**config.mk**
```make
export PLATFORM = sky130hd
export DESIGN_NAME = fpc_front_panel
export DESIGN_NICKNAME = d
export VERILOG_FILES = /design/src/fpc_pkg.sv /design/src/fpc_front_panel.sv
export SDC_FILE = /design/constraint.sdc
export NUM_CORES = 1
export LEC_CHECK = 0
export BUFFER_PORTS_ARGS = -buffer_cell sky130_fd_sc_hd__buf_2
export CORE_ASPECT_RATIO = 1.5
export CORE_MARGIN = 2
export CORE_UTILIZATION = 34
export DETAILED_ROUTE_END_ITERATION = 16
export PLACE_DENSITY = 0.53
export SETUP_SLACK_MARGIN = 0.3
export SLEW_MARGIN = 30
export SYNTH_ARGS = -nofsm -noshare
export SYNTH_HDL_FRONTEND = slang
export SYNTH_SLANG_ARGS = --single-unit
```
**constraint.sdc**
```tcl
create_clock -name core_clk -period 2.85 [get_ports core_clk]
set_input_delay 0.285 -clock core_clk [delete_from_list [all_inputs] [get_ports core_clk]]
set_output_delay 0.285 -clock core_clk [all_outputs]
set_load 0.03 [all_outputs]
```
**src/fpc_pkg.sv**
```systemverilog
// Purpose: Shared constants for the front panel continuous function block
// Assumes: 100 MHz core clock
// Notes: Opcode and port values are processor encodings
package fpc_pkg;
    localparam int CLK_MHZ = 100;
    localparam int REPEAT_TIME_US = 1000;
    localparam int REPEAT_CYCLES_NOM = REPEAT_TIME_US * CLK_MHZ;
    localparam int TRIM_STEPS = 16;
    localparam logic [3:0] TRIM_MID = 4'h8;
    localparam logic [7:0] OP_NOP = 8'h00;
    localparam logic [7:0] IO_PORT_FF = 8'hff;
    localparam logic [1:0] EXAM_CYCLES = 2'h3;
    localparam logic [1:0] NOP_CYCLES = 2'h1;
    localparam logic [15:0] ADDR_RESET = 16'h0000;
    localparam logic [7:0] BYTE_RESET = 8'h00;
    // Status lamp bit positions
    localparam int ST_HALTA = 0;
    localparam int ST_INTA = 1;
    localparam int ST_OPT = 2;
    localparam int ST_OUT = 3;
    localparam int ST_INP = 4;
    localparam int ST_WO = 5;
    localparam int ST_MEMR = 6;
    localparam int ST_M1 = 7;
    typedef enum logic [1:0] {
        FPC_IDLE = 2'b00,
        FPC_STEP = 2'b01,
        FPC_DEPOSIT = 2'b11
    } fpc_state_t;
endpackage : fpc_pkg

```
**src/fpc_front_panel.sv**
```systemverilog
// Purpose: Front panel continuous functions, jam logic, port FF and lamps
// Assumes: Bus and switch inputs synchronous to core_clk
// Notes: stop_req high holds the processor in wait; cyc_sync marks each machine cycle start
`timescale 1ns/1ns
`default_nettype none

module fpc_front_panel
    import fpc_pkg::*;
#(
    parameter int REPEAT_CYCLES = REPEAT_CYCLES_NOM
) (
    input wire logic core_clk,
    input wire logic rst_b,
    input wire logic continuous_nop_switch,
    input wire logic continuous_deposit_switch,
    input wire logic continuous_repeat_switch,
    input wire logic [7:0] opcode_switch_pack,
    input wire logic [7:0] low_switch_byte,
    input wire logic [7:0] high_switch_byte,
    input wire logic examine_up,
    input wire logic examine_next_down,
    input wire logic deposit_up,
    input wire logic deposit_next_down,
    input wire logic run_stop_toggle,
    input wire logic breakpoint_invert,
    input wire logic addr_data_stop_en,
    input wire logic breakpoint_reset,
    input wire logic [3:0] repeat_rate_trim,
    input wire logic [15:0] bus_addr,
    input wire logic [7:0] cpu_data,
    input wire logic [7:0] bus_status,
    input wire logic cyc_sync,
    input wire logic cpu_dbin,
    input wire logic cpu_wr,
    input wire logic cpu_wait_ack,
    input wire logic cpu_hold_ack,
    input wire logic option_signal,
    output logic stop_req,
    output logic [7:0] jam_data,
    output logic jam_oe,
    output logic panel_mwrite,
    output logic [15:0] address_lamps,
    output logic [7:0] data_lamps,
    output logic [7:0] status_lamps,
    output logic run_lamp,
    output logic wait_lamp,
    output logic hold_ack_lamp,
    output logic option_lamp,
    output logic nop_active_lamp,
    output logic deposit_active_lamp,
    output logic repeat_enabled_lamp,
    output logic latch_triggered_lamp,
    output logic [7:0] port_output_lamps
);
    localparam int TRIM_UNIT = REPEAT_CYCLES / TRIM_STEPS;

    fpc_state_t state;
    logic [1:0] step_len;
    logic [1:0] cyc_idx;
    logic dep_after;
    logic bp_latched;
    logic [19:0] tick_cnt;
    logic tick;
    logic exam_up_q;
    logic exam_dn_q;
    logic dep_up_q;
    logic dep_dn_q;
    logic run_mode;
    logic cn_on;
    logic cd_on;
    logic port_rd;
    logic port_wr;
    logic start_exam;
    logic start_nop;
    logic start_dep;
    logic start_dep_next;
    logic [7:0] next_jam_data;
    logic next_jam_oe;
    logic [31:0] reload;

    ////////////////////////////////////////////////////////////////////////
    // Mode decode
    assign run_mode = run_stop_toggle && !bp_latched;
    assign cn_on = continuous_nop_switch && !run_mode;
    assign cd_on = continuous_deposit_switch && !run_mode;
    assign port_rd = bus_status[ST_INP] && bus_addr[7:0] == IO_PORT_FF;
    assign port_wr = bus_status[ST_OUT] && bus_addr[7:0] == IO_PORT_FF;
    assign reload = 32'(REPEAT_CYCLES) + 32'(TRIM_UNIT) * 32'(repeat_rate_trim) - 32'(TRIM_UNIT) * 32'(TRIM_MID);

    always_comb begin
        start_exam = 1'b0;
        start_nop = 1'b0;
        start_dep = 1'b0;
        start_dep_next = 1'b0;
        if (!run_mode && state == FPC_IDLE) begin
            if (continuous_repeat_switch) begin
                start_exam = tick && examine_up;
                start_nop = tick && examine_next_down;
                start_dep_next = tick && deposit_next_down;
            end else begin
                start_exam = examine_up && !exam_up_q;
                start_nop = examine_next_down && !exam_dn_q;
                start_dep_next = deposit_next_down && !dep_dn_q;
            end
            start_dep = (deposit_up && !dep_up_q) || cd_on;
            start_nop = start_nop || cn_on;
        end
    end

    ////////////////////////////////////////////////////////////////////////
    // Repeat timer with trim
    always_ff @(posedge core_clk or negedge rst_b) begin
        if (!rst_b) begin
            tick_cnt <= 20'h00000;
            tick <= 1'b0;
        end else if (tick_cnt == 20'h00000) begin
            tick_cnt <= reload[19:0] - 20'h00001;
            tick <= 1'b1;
        end else begin
            tick_cnt <= tick_cnt - 20'h00001;
            tick <= 1'b0;
        end
    end

    always_ff @(posedge core_clk or negedge rst_b) begin
        if (!rst_b) begin
            exam_up_q <= 1'b0;
            exam_dn_q <= 1'b0;
            dep_up_q <= 1'b0;
            dep_dn_q <= 1'b0;
        end else begin
            exam_up_q <= examine_up;
            exam_dn_q <= examine_next_down;
            dep_up_q <= deposit_up;
            dep_dn_q <= deposit_next_down;
        end
    end

    ////////////////////////////////////////////////////////////////////////
    // Sequencer: release processor for a counted number of cycles
    always_ff @(posedge core_clk or negedge rst_b) begin
        if (!rst_b) begin
            state <= FPC_IDLE;
            step_len <= 2'h0;
            cyc_idx <= 2'h0;
            dep_after <= 1'b0;
        end else begin
            unique case (state)
                FPC_IDLE: begin
                    cyc_idx <= 2'h0;
                    if (start_exam) begin
                        state <= FPC_STEP;
                        step_len <= EXAM_CYCLES;
                        dep_after <= 1'b0;
                    end else if (start_nop || start_dep_next) begin
                        state <= FPC_STEP;
                        step_len <= NOP_CYCLES;
                        dep_after <= start_dep_next;
                    end else if (start_dep) begin
                        state <= FPC_DEPOSIT;
                    end
                end
                FPC_STEP: begin
                    if (cyc_sync) begin
                        if (cyc_idx + 2'h1 == step_len) begin
                            state <= dep_after ? FPC_DEPOSIT : FPC_IDLE;
                            cyc_idx <= 2'h0;
                        end else begin
                            cyc_idx <= cyc_idx + 2'h1;
                        end
                    end
                end
                FPC_DEPOSIT: begin
                    // Wait for the processor read to end before writing
                    if (!cpu_dbin) begin
                        state <= FPC_IDLE;
                        dep_after <= 1'b0;
                    end
                end
                default: state <= FPC_IDLE;
            endcase
        end
    end

    ////////////////////////////////////////////////////////////////////////
    // Data jam onto processor input bus
    always_comb begin
        next_jam_data = BYTE_RESET;
        next_jam_oe = 1'b0;
        if (port_rd && cpu_dbin) begin
            next_jam_data = high_switch_byte;
            next_jam_oe = 1'b1;
        end else if (state == FPC_STEP && cpu_dbin && (cyc_sync || !jam_oe)) begin
            next_jam_oe = 1'b1;
            if (step_len == NOP_CYCLES) begin
                next_jam_data = OP_NOP;
            end else begin
                unique case (cyc_idx)
                    2'h0: next_jam_data = opcode_switch_pack;
                    2'h1: next_jam_data = low_switch_byte;
                    default: next_jam_data = high_switch_byte;
                endcase
            end
        end else if (jam_oe && cpu_dbin) begin
            // Hold the byte for the whole read
            next_jam_data = jam_data;
            next_jam_oe = 1'b1;
        end else if (state == FPC_DEPOSIT && !cpu_dbin) begin
            next_jam_data = low_switch_byte;
            next_jam_oe = 1'b1;
        end
    end

    always_ff @(posedge core_clk or negedge rst_b) begin
        if (!rst_b) begin
            jam_data <= BYTE_RESET;
            jam_oe <= 1'b0;
            panel_mwrite <= 1'b0;
            stop_req <= 1'b1;
        end else begin
            jam_data <= next_jam_data;
            jam_oe <= next_jam_oe;
            panel_mwrite <= state == FPC_DEPOSIT && !cpu_dbin;
            stop_req <= !(run_mode || state == FPC_STEP);
        end
    end

    ////////////////////////////////////////////////////////////////////////
    // Port FF output latch and inverted data breakpoint
    always_ff @(posedge core_clk or negedge rst_b) begin
        if (!rst_b) begin
            port_output_lamps <= BYTE_RESET;
        end else if (port_wr && cpu_wr) begin
            port_output_lamps <= cpu_data;
        end
    end

    always_ff @(posedge core_clk or negedge rst_b) begin
        if (!rst_b) begin
            bp_latched <= 1'b0;
        end else if (run_mode && breakpoint_invert && !addr_data_stop_en && bus_status[ST_MEMR] && cpu_dbin
                     && cpu_data != low_switch_byte) begin
            bp_latched <= 1'b1;
        end else if (breakpoint_reset) begin
            bp_latched <= 1'b0;
        end
    end

    ////////////////////////////////////////////////////////////////////////
    // Lamps
    always_ff @(posedge core_clk or negedge rst_b) begin
        if (!rst_b) begin
            address_lamps <= ADDR_RESET;
            data_lamps <= BYTE_RESET;
            status_lamps <= BYTE_RESET;
            run_lamp <= 1'b0;
            wait_lamp <= 1'b0;
            hold_ack_lamp <= 1'b0;
            option_lamp <= 1'b0;
            nop_active_lamp <= 1'b0;
            deposit_active_lamp <= 1'b0;
            repeat_enabled_lamp <= 1'b0;
            latch_triggered_lamp <= 1'b0;
        end else begin
            address_lamps <= bus_addr;
            data_lamps <= cpu_data;
            status_lamps <= bus_status;
            run_lamp <= run_mode;
            wait_lamp <= cpu_wait_ack;
            hold_ack_lamp <= cpu_hold_ack;
            option_lamp <= option_signal;
            nop_active_lamp <= cn_on;
            deposit_active_lamp <= cd_on;
            repeat_enabled_lamp <= continuous_repeat_switch;
            latch_triggered_lamp <= bp_latched;
        end
    end

    ////////////////////////////////////////////////////////////////////////
    // Checks
    property p_cn_lamp;
        @(posedge core_clk) disable iff (!rst_b)
        (continuous_nop_switch && !run_mode) |=> nop_active_lamp;
    endproperty
    a_cn_lamp: assert property (p_cn_lamp) else $error("nop lamp not lit");

    property p_cn_step;
        @(posedge core_clk) disable iff (!rst_b)
        (state == FPC_IDLE && continuous_nop_switch && !run_stop_toggle && !bp_latched) |=> state == FPC_STEP;
    endproperty
    a_cn_step: assert property (p_cn_step) else $error("continuous nop not launched");

    property p_dep_pulse;
        @(posedge core_clk) disable iff (!rst_b)
        state == FPC_DEPOSIT && !cpu_dbin |=> panel_mwrite && jam_oe && jam_data == $past(low_switch_byte)
            ##1 !panel_mwrite;
    endproperty
    a_dep_pulse: assert property (p_dep_pulse) else $error("deposit write wrong");

    property p_no_run_exam;
        @(posedge core_clk) disable iff (!rst_b)
        run_mode && state == FPC_IDLE |=> state != FPC_STEP || $past(state) != FPC_IDLE;
    endproperty
    a_no_run_exam: assert property (p_no_run_exam) else $error("step started in run");

    property p_port_in;
        @(posedge core_clk) disable iff (!rst_b)
        port_rd && cpu_dbin |=> jam_oe && jam_data == $past(high_switch_byte);
    endproperty
    a_port_in: assert property (p_port_in) else $error("port ff read wrong");

    property p_port_out;
        @(posedge core_clk) disable iff (!rst_b)
        port_wr && cpu_wr |=> port_output_lamps == $past(cpu_data);
    endproperty
    a_port_out: assert property (p_port_out) else $error("port ff latch wrong");

    property p_addr_lamps;
        @(posedge core_clk) disable iff (!rst_b)
        ##1 address_lamps == $past(bus_addr) && data_lamps == $past(cpu_data);
    endproperty
    a_addr_lamps: assert property (p_addr_lamps) else $error("address or data lamps stale");

    property p_exam_first;
        @(posedge core_clk) disable iff (!rst_b)
        state == FPC_STEP && step_len == EXAM_CYCLES && cyc_idx == 2'h0 && cpu_dbin && !port_rd
            |=> jam_data == $past(opcode_switch_pack);
    endproperty
    a_exam_first: assert property (p_exam_first) else $error("first examine byte wrong");

    property p_bp_stop;
        @(posedge core_clk) disable iff (!rst_b)
        run_mode && breakpoint_invert && !addr_data_stop_en && bus_status[ST_MEMR] && cpu_dbin
            && cpu_data != low_switch_byte |=> ##1 stop_req && latch_triggered_lamp;
    endproperty
    a_bp_stop: assert property (p_bp_stop) else $error("mismatch breakpoint missed");

endmodule : fpc_front_panel

`default_nettype wire

```
* Word-level counts from Yosys, hierarchy flattened
Cells that the tools add are included.
Word-level totals: logic and storage cells 135, input port bits 79, register bits 92
Cells by class: $mul 1, mux-type cells 39, add/sub/neg operators 5, eq/ne operators 13, reductions and logical operators 50
Operators with widths (number):
- $mux 8 | 5
- $logic_and 1x1->1 | 24
- $mux 2 | 11
- $logic_not 20->1 | 1
- $mux 20 | 1
- $sub 19x2->20 const B | 1
- $sub 20x1->20 const B | 1
- $sub 18x16->19 const B | 1
- $add 17x17->18 const A | 1
- $mux 1 | 18
- $mul 12x4->16 const A | 1
- $pmux 8 s2 | 1
- $logic_not 1->1 | 10
- $eq 8x8->1 const B | 1
- $ne 8x8->1 | 1
- $reduce_bool 2->1 | 4
- $eq 2x1->1 const B | 3
- $ne 2x2->1 const B | 3
- $pmux 2 s3 | 1
- $logic_or 1x1->1 | 5
- $logic_not 2->1 | 2
- $ne 4x3->1 const B | 1
- $pmux 2 s2 | 1
- $reduce_and 2->1 | 2
- other kinds (8) | 8

* Longest topological paths before layout
word-level depth 11, mapped depth 15

* Worst setup path after synthesis
No wires, ideal clock.
path kind input to register, start input port repeat_rate_trim[2], end register tick_cnt[15], arrival time 3.254 ns, data required time 2.721 ns, buffers on the path 0, setup slack -0.532 ns, library setup time 0.129 ns, stages on the path 13, path through inv_1 > ha_1 > inv_1 > ha_1 > ha_1 > nand2_2 > o211a_4 > o311ai_4 > nand2_2 > or4_4 > and2_4 > nor4b_2 > o31ai_1
On the way: longest elaborated chain between the ends 5
RTL lines:
- from (decl) | RTL line fpc_front_panel.sv:28 | input wire logic [3:0] repeat_rate_trim,
- $mul 12x4->16 | RTL line fpc_front_panel.sv:88 | assign reload = 32'(REPEAT_CYCLES) + 32'(TRIM_UNIT) * 32'(repeat_rate_trim) - 32'(TRIM_UNIT) * 32'(TRIM_MID);
- $add 17x17->18 | RTL line fpc_front_panel.sv:88
- $sub 18x16->19 | RTL line fpc_front_panel.sv:88
- $sub 19x2->20 | RTL line fpc_front_panel.sv:117 | tick_cnt <= reload[19:0] - 20'h00001;
- $mux 20 | RTL line fpc_front_panel.sv:116 | end else if (tick_cnt == 20'h00000) begin
- to (signal assigned) | RTL line fpc_front_panel.sv:117
- to (signal assigned) | RTL line fpc_front_panel.sv:120 | tick_cnt <= tick_cnt - 20'h00001;
- to (decl) | RTL line fpc_front_panel.sv:62 | logic [19:0] tick_cnt;
Every way passes these cells. A chain may end at the register's enable or synchronous reset.

* Worst setup path in the final report
start input port repeat_rate_trim[1], end register tick_cnt[15]
Same word-level chain as after synthesis.

==> flow_metrics.tcl <==
set metrics [dict create \
    status "complete, but fails checks" \
    violations "negative setup slack" \
    cts_max_level 3 \
    setup.worst_path.class "in2reg" \
    cts_tree "built" \
    die_h_um 152.8 \
    multi_input_area_sq_mm 0.002927 \
    critPathCaptureType "register" \
    finalHoldViolCount 0 \
    area_delta_synth_final_pct 41.76 \
    clockBufferDepth 2 \
    antenna_found_initial 0 \
    worst_clock_skew_ps 7.429 \
    critPathRequiredTime_ps 3060 \
    root_buffer "clkbuf_16" \
    viasPerCell 4.872 \
    slew_violations 0 \
    diodes 0 \
    hp-class "in2reg" \
    synth_edf_count 0 \
    tightest_slew_ps 666.2 \
    yosysWarnings 0 \
    vias 4273 \
    yosys_most_used_dff "dfrtp_1" \
    drt_iter0_drc 176 \
    finalWorstPathRequiredPeriod_ps 2989 \
    initial_utilization_pct 34.57 \
    overflow 0 \
    synthesis.instances 472 \
    wire_per_inst_um 14.89 \
    arrival_ps 3200 \
    cts_inserted_buffers 9 \
    regArea_sq_mm 0.002303 \
    die-area_sq_mm 0.01578 \
    relSlewSlack_pct 55.42 \
    timing.hold.ws_ps 46.41 \
    grt_pass1_wl_mm 21.07 \
    synth_area_sq_mm 0.005021 \
    dp_hpwl_mm 10.64 \
    clkLatencyLatePin_ps 340 \
    fmax_mhz 334.6 \
    cts.sinks 92 \
    syn_avg_cell_area_sq_um 10.64 \
    final_nets 783 \
    grt_max_degree 51 \
    grt_pass1_vias 4555 \
    maxCapViolCount 0 \
    ioPinCount 138 \
    powerDensity_mw_per_mm2 617.3 \
    drt.antenna.violating_nets 0 \
    cp-start-kind "input pin" \
    path_max_fanout 5 \
    yosys.area.top_type "dfrtp_1" \
    synth.net_count 579 \
    coreArea_sq_mm 0.01453 \
    clkTransAtPathRegs_ps 70 \
    dr.pass1.iters 4 \
    finalCritPeriodShare_pct 104.9 \
    peakVddDrop_uv 314.6 \
    gp_congestion 0.8662 \
    fill_cells 1388 \
    async_reset_ff_share_pct 100.0 \
    setup_viol 4 \
    synth-seq-cells 92 \
    drc 0 \
    fin_ws_ps -139.1 \
    die_w_um 103.2 \
    wirelength_mm 13.06 \
    io_buffers 137 \
    ys_types 74 \
    layout-drive-gt1-share_pct 43.61 \
    yosys-top-cells-area "dfrtp_1, ha_1, xnor2_1" \
    p_leak_uw 0.003287 \
    grt_util_all_layers_pct 16.78 \
    setup_tns_ps -315.5 \
    num_rows 54 \
    netlist.area_leader.share_pct 45.35 \
    rsz0062_at_grt "true" \
    yosysSeqAreaShare_pct 45.88 \
]
report_power, final:
| part | internal, uW | switching (uW) | total (uW) |
|---|---|---|---|
| clock network | 696 | 516 | 1210 |
| logic | 758 | 938 | 1700 |
| registers | 1430 | 61.3 | 1490 |
| total | 2880 | 1510 | 4390 |
cell usage after synthesis (2+ instances only):
master      n
a211oi_1    6
a21boi_0    3
a21o_1      3
a21oi_1    25
a22oi_1    16
a31oi_1     4
a41o_1      2
and2_1      5
and3_1      6
buf_1       3
clkbuf_1    6
clkbuf_8    2
dfrtp_1    91
ha_1       28
inv_1      21
mux2_2      9
mux2i_1     3
nand2_1    29
nand2_2     2
nand2b_1    6
nand3_1     7
nand3b_1    3
nand4_1     7
nand4b_1    4
nor2_1     35
nor2b_1    10
nor3_1     10
nor3b_1     6
nor4_1      5
nor4b_1     5
o2111ai_1   3
o211ai_1    3
o21ai_0    14
o311ai_4    2
o31ai_1     2
or2_2       3
xnor2_1    26
xor2_1     21
final cells by class:
class                   instances  area share (%)
clock buffers                   9           3.164
clock inverters                 7           1.178
repair buffers                206           17.63
inverters                      21           1.107
well taps                     196           3.445
flip-flops and latches         92           32.36
multi-input cells             346           41.11
layer usage:
metal / global-route usage [%] / vias to the layer above / part of all wire, %
li1: - / 2098 / -
met5: 0 / - / 0
met3: 2.332 / 23 / 4.1
met4: 6.579 / 0 / 2.6
met2: 33.64 / 116 / 58
met1: 16.30 / 2036 / 36
through the flow:
stage / instances / total power, uW / cell area, sq um / util, % / setup slack [ps]
floorplan: 472 / 2454 / 5094 / - / -373.6
global placement: 855 / 2962 / 6422 / 44.21 / -569.5
detailed placement: 855 / 2991 / 6422 / 44.21 / -660.9
CTS: 877 / 4319 / 6942 / 47.79 / -130.2
global route: 877 / 4646 / 7118 / 49.00 / -270.5
finish: 877 / 4394 / 7118 / 49.00 / -139.1
worst max-delay path: stages:
cell      delay (ps)
buf_8            110
ha_4             150
xor2_1           160
ha_2             170
a21o_1           180
ha_4             320
nand3_4           80
o211a_4          310
o311ai_4         250
nand2_2           90
or4_4            560
and2_4           190
nor4b_4          230
o31ai_1          110
registers in the layout (all words and copies together), names as in the netlist, 2 cells and up:
register,cells
port_output_lamps,8
address_lamps,16
cyc_idx,2
data_lamps,8
state,2
status_lamps,8
tick_cnt,20
jam_data,8
step_len,2
logic make-up after synthesis:
logic type / count (synthesis) / share of synthesized area (%)
buf+inv: 34 / 3.115
mux: 12 / 2.617
flops: 92 / 45.88
compound gates: 100 / 14.75
simple gates: 157 / 17.62
xor+xnor: 49 / 9.046
fa+ha+maj: 28 / 6.977
layout by cell type (no fill, tap or decap), types with 4 or more instances in the layout:
master / netlist / final
ha_2: 0 / 4
ha_1: 28 / 18
nand2_1: 29 / 27
nand4b_1: 4 / 4
buf_2: 1 / 134
dfrtp_1: 91 / 91
nor3b_1: 6 / 6
a21oi_1: 25 / 21
nand4_1: 7 / 7
nor2_1: 35 / 32
inv_1: 21 / 19
xor2_1: 21 / 17
buf_4: 0 / 61
clkbuf_16: 0 / 9
mux2_2: 9 / 9
nor3_1: 10 / 10
xnor2_1: 26 / 23
a211oi_1: 6 / 6
nand3_1: 7 / 4
buf_6: 1 / 9
nand2b_1: 6 / 6
a22oi_1: 16 / 14
ha_4: 0 / 6
a31oi_1: 4 / 4
o21ai_0: 14 / 12
nor2b_1: 10 / 9
and3_1: 6 / 5
and2_1: 5 / 5
nor4_1: 5 / 5
final timing paths:
kind	start	to	slack (ps)	cells after the start
max	repeat_rate_trim[1]	tick_cnt[15]	-140	14
min	cpu_wait_ack	wait_lamp	50	1
max reg2reg	state[1]	jam_data[5]	560	8
min reg2reg	bp_latched	latch_triggered_lamp	380	0
max in group asynchronous	rst_b	hold_ack_lamp	1600	3
min in group asynchronous	rst_b	jam_data[3]	510	2
what timing repair did:
item,CTS,global route
endpoints found under the setup margin,10,11
hold buffers,1,0
hold endpoints to repair,14,0
setup buffers,5,0
gates resized for setup,34,33
pin swaps,16,21
(Power assumes the default switching activity.)
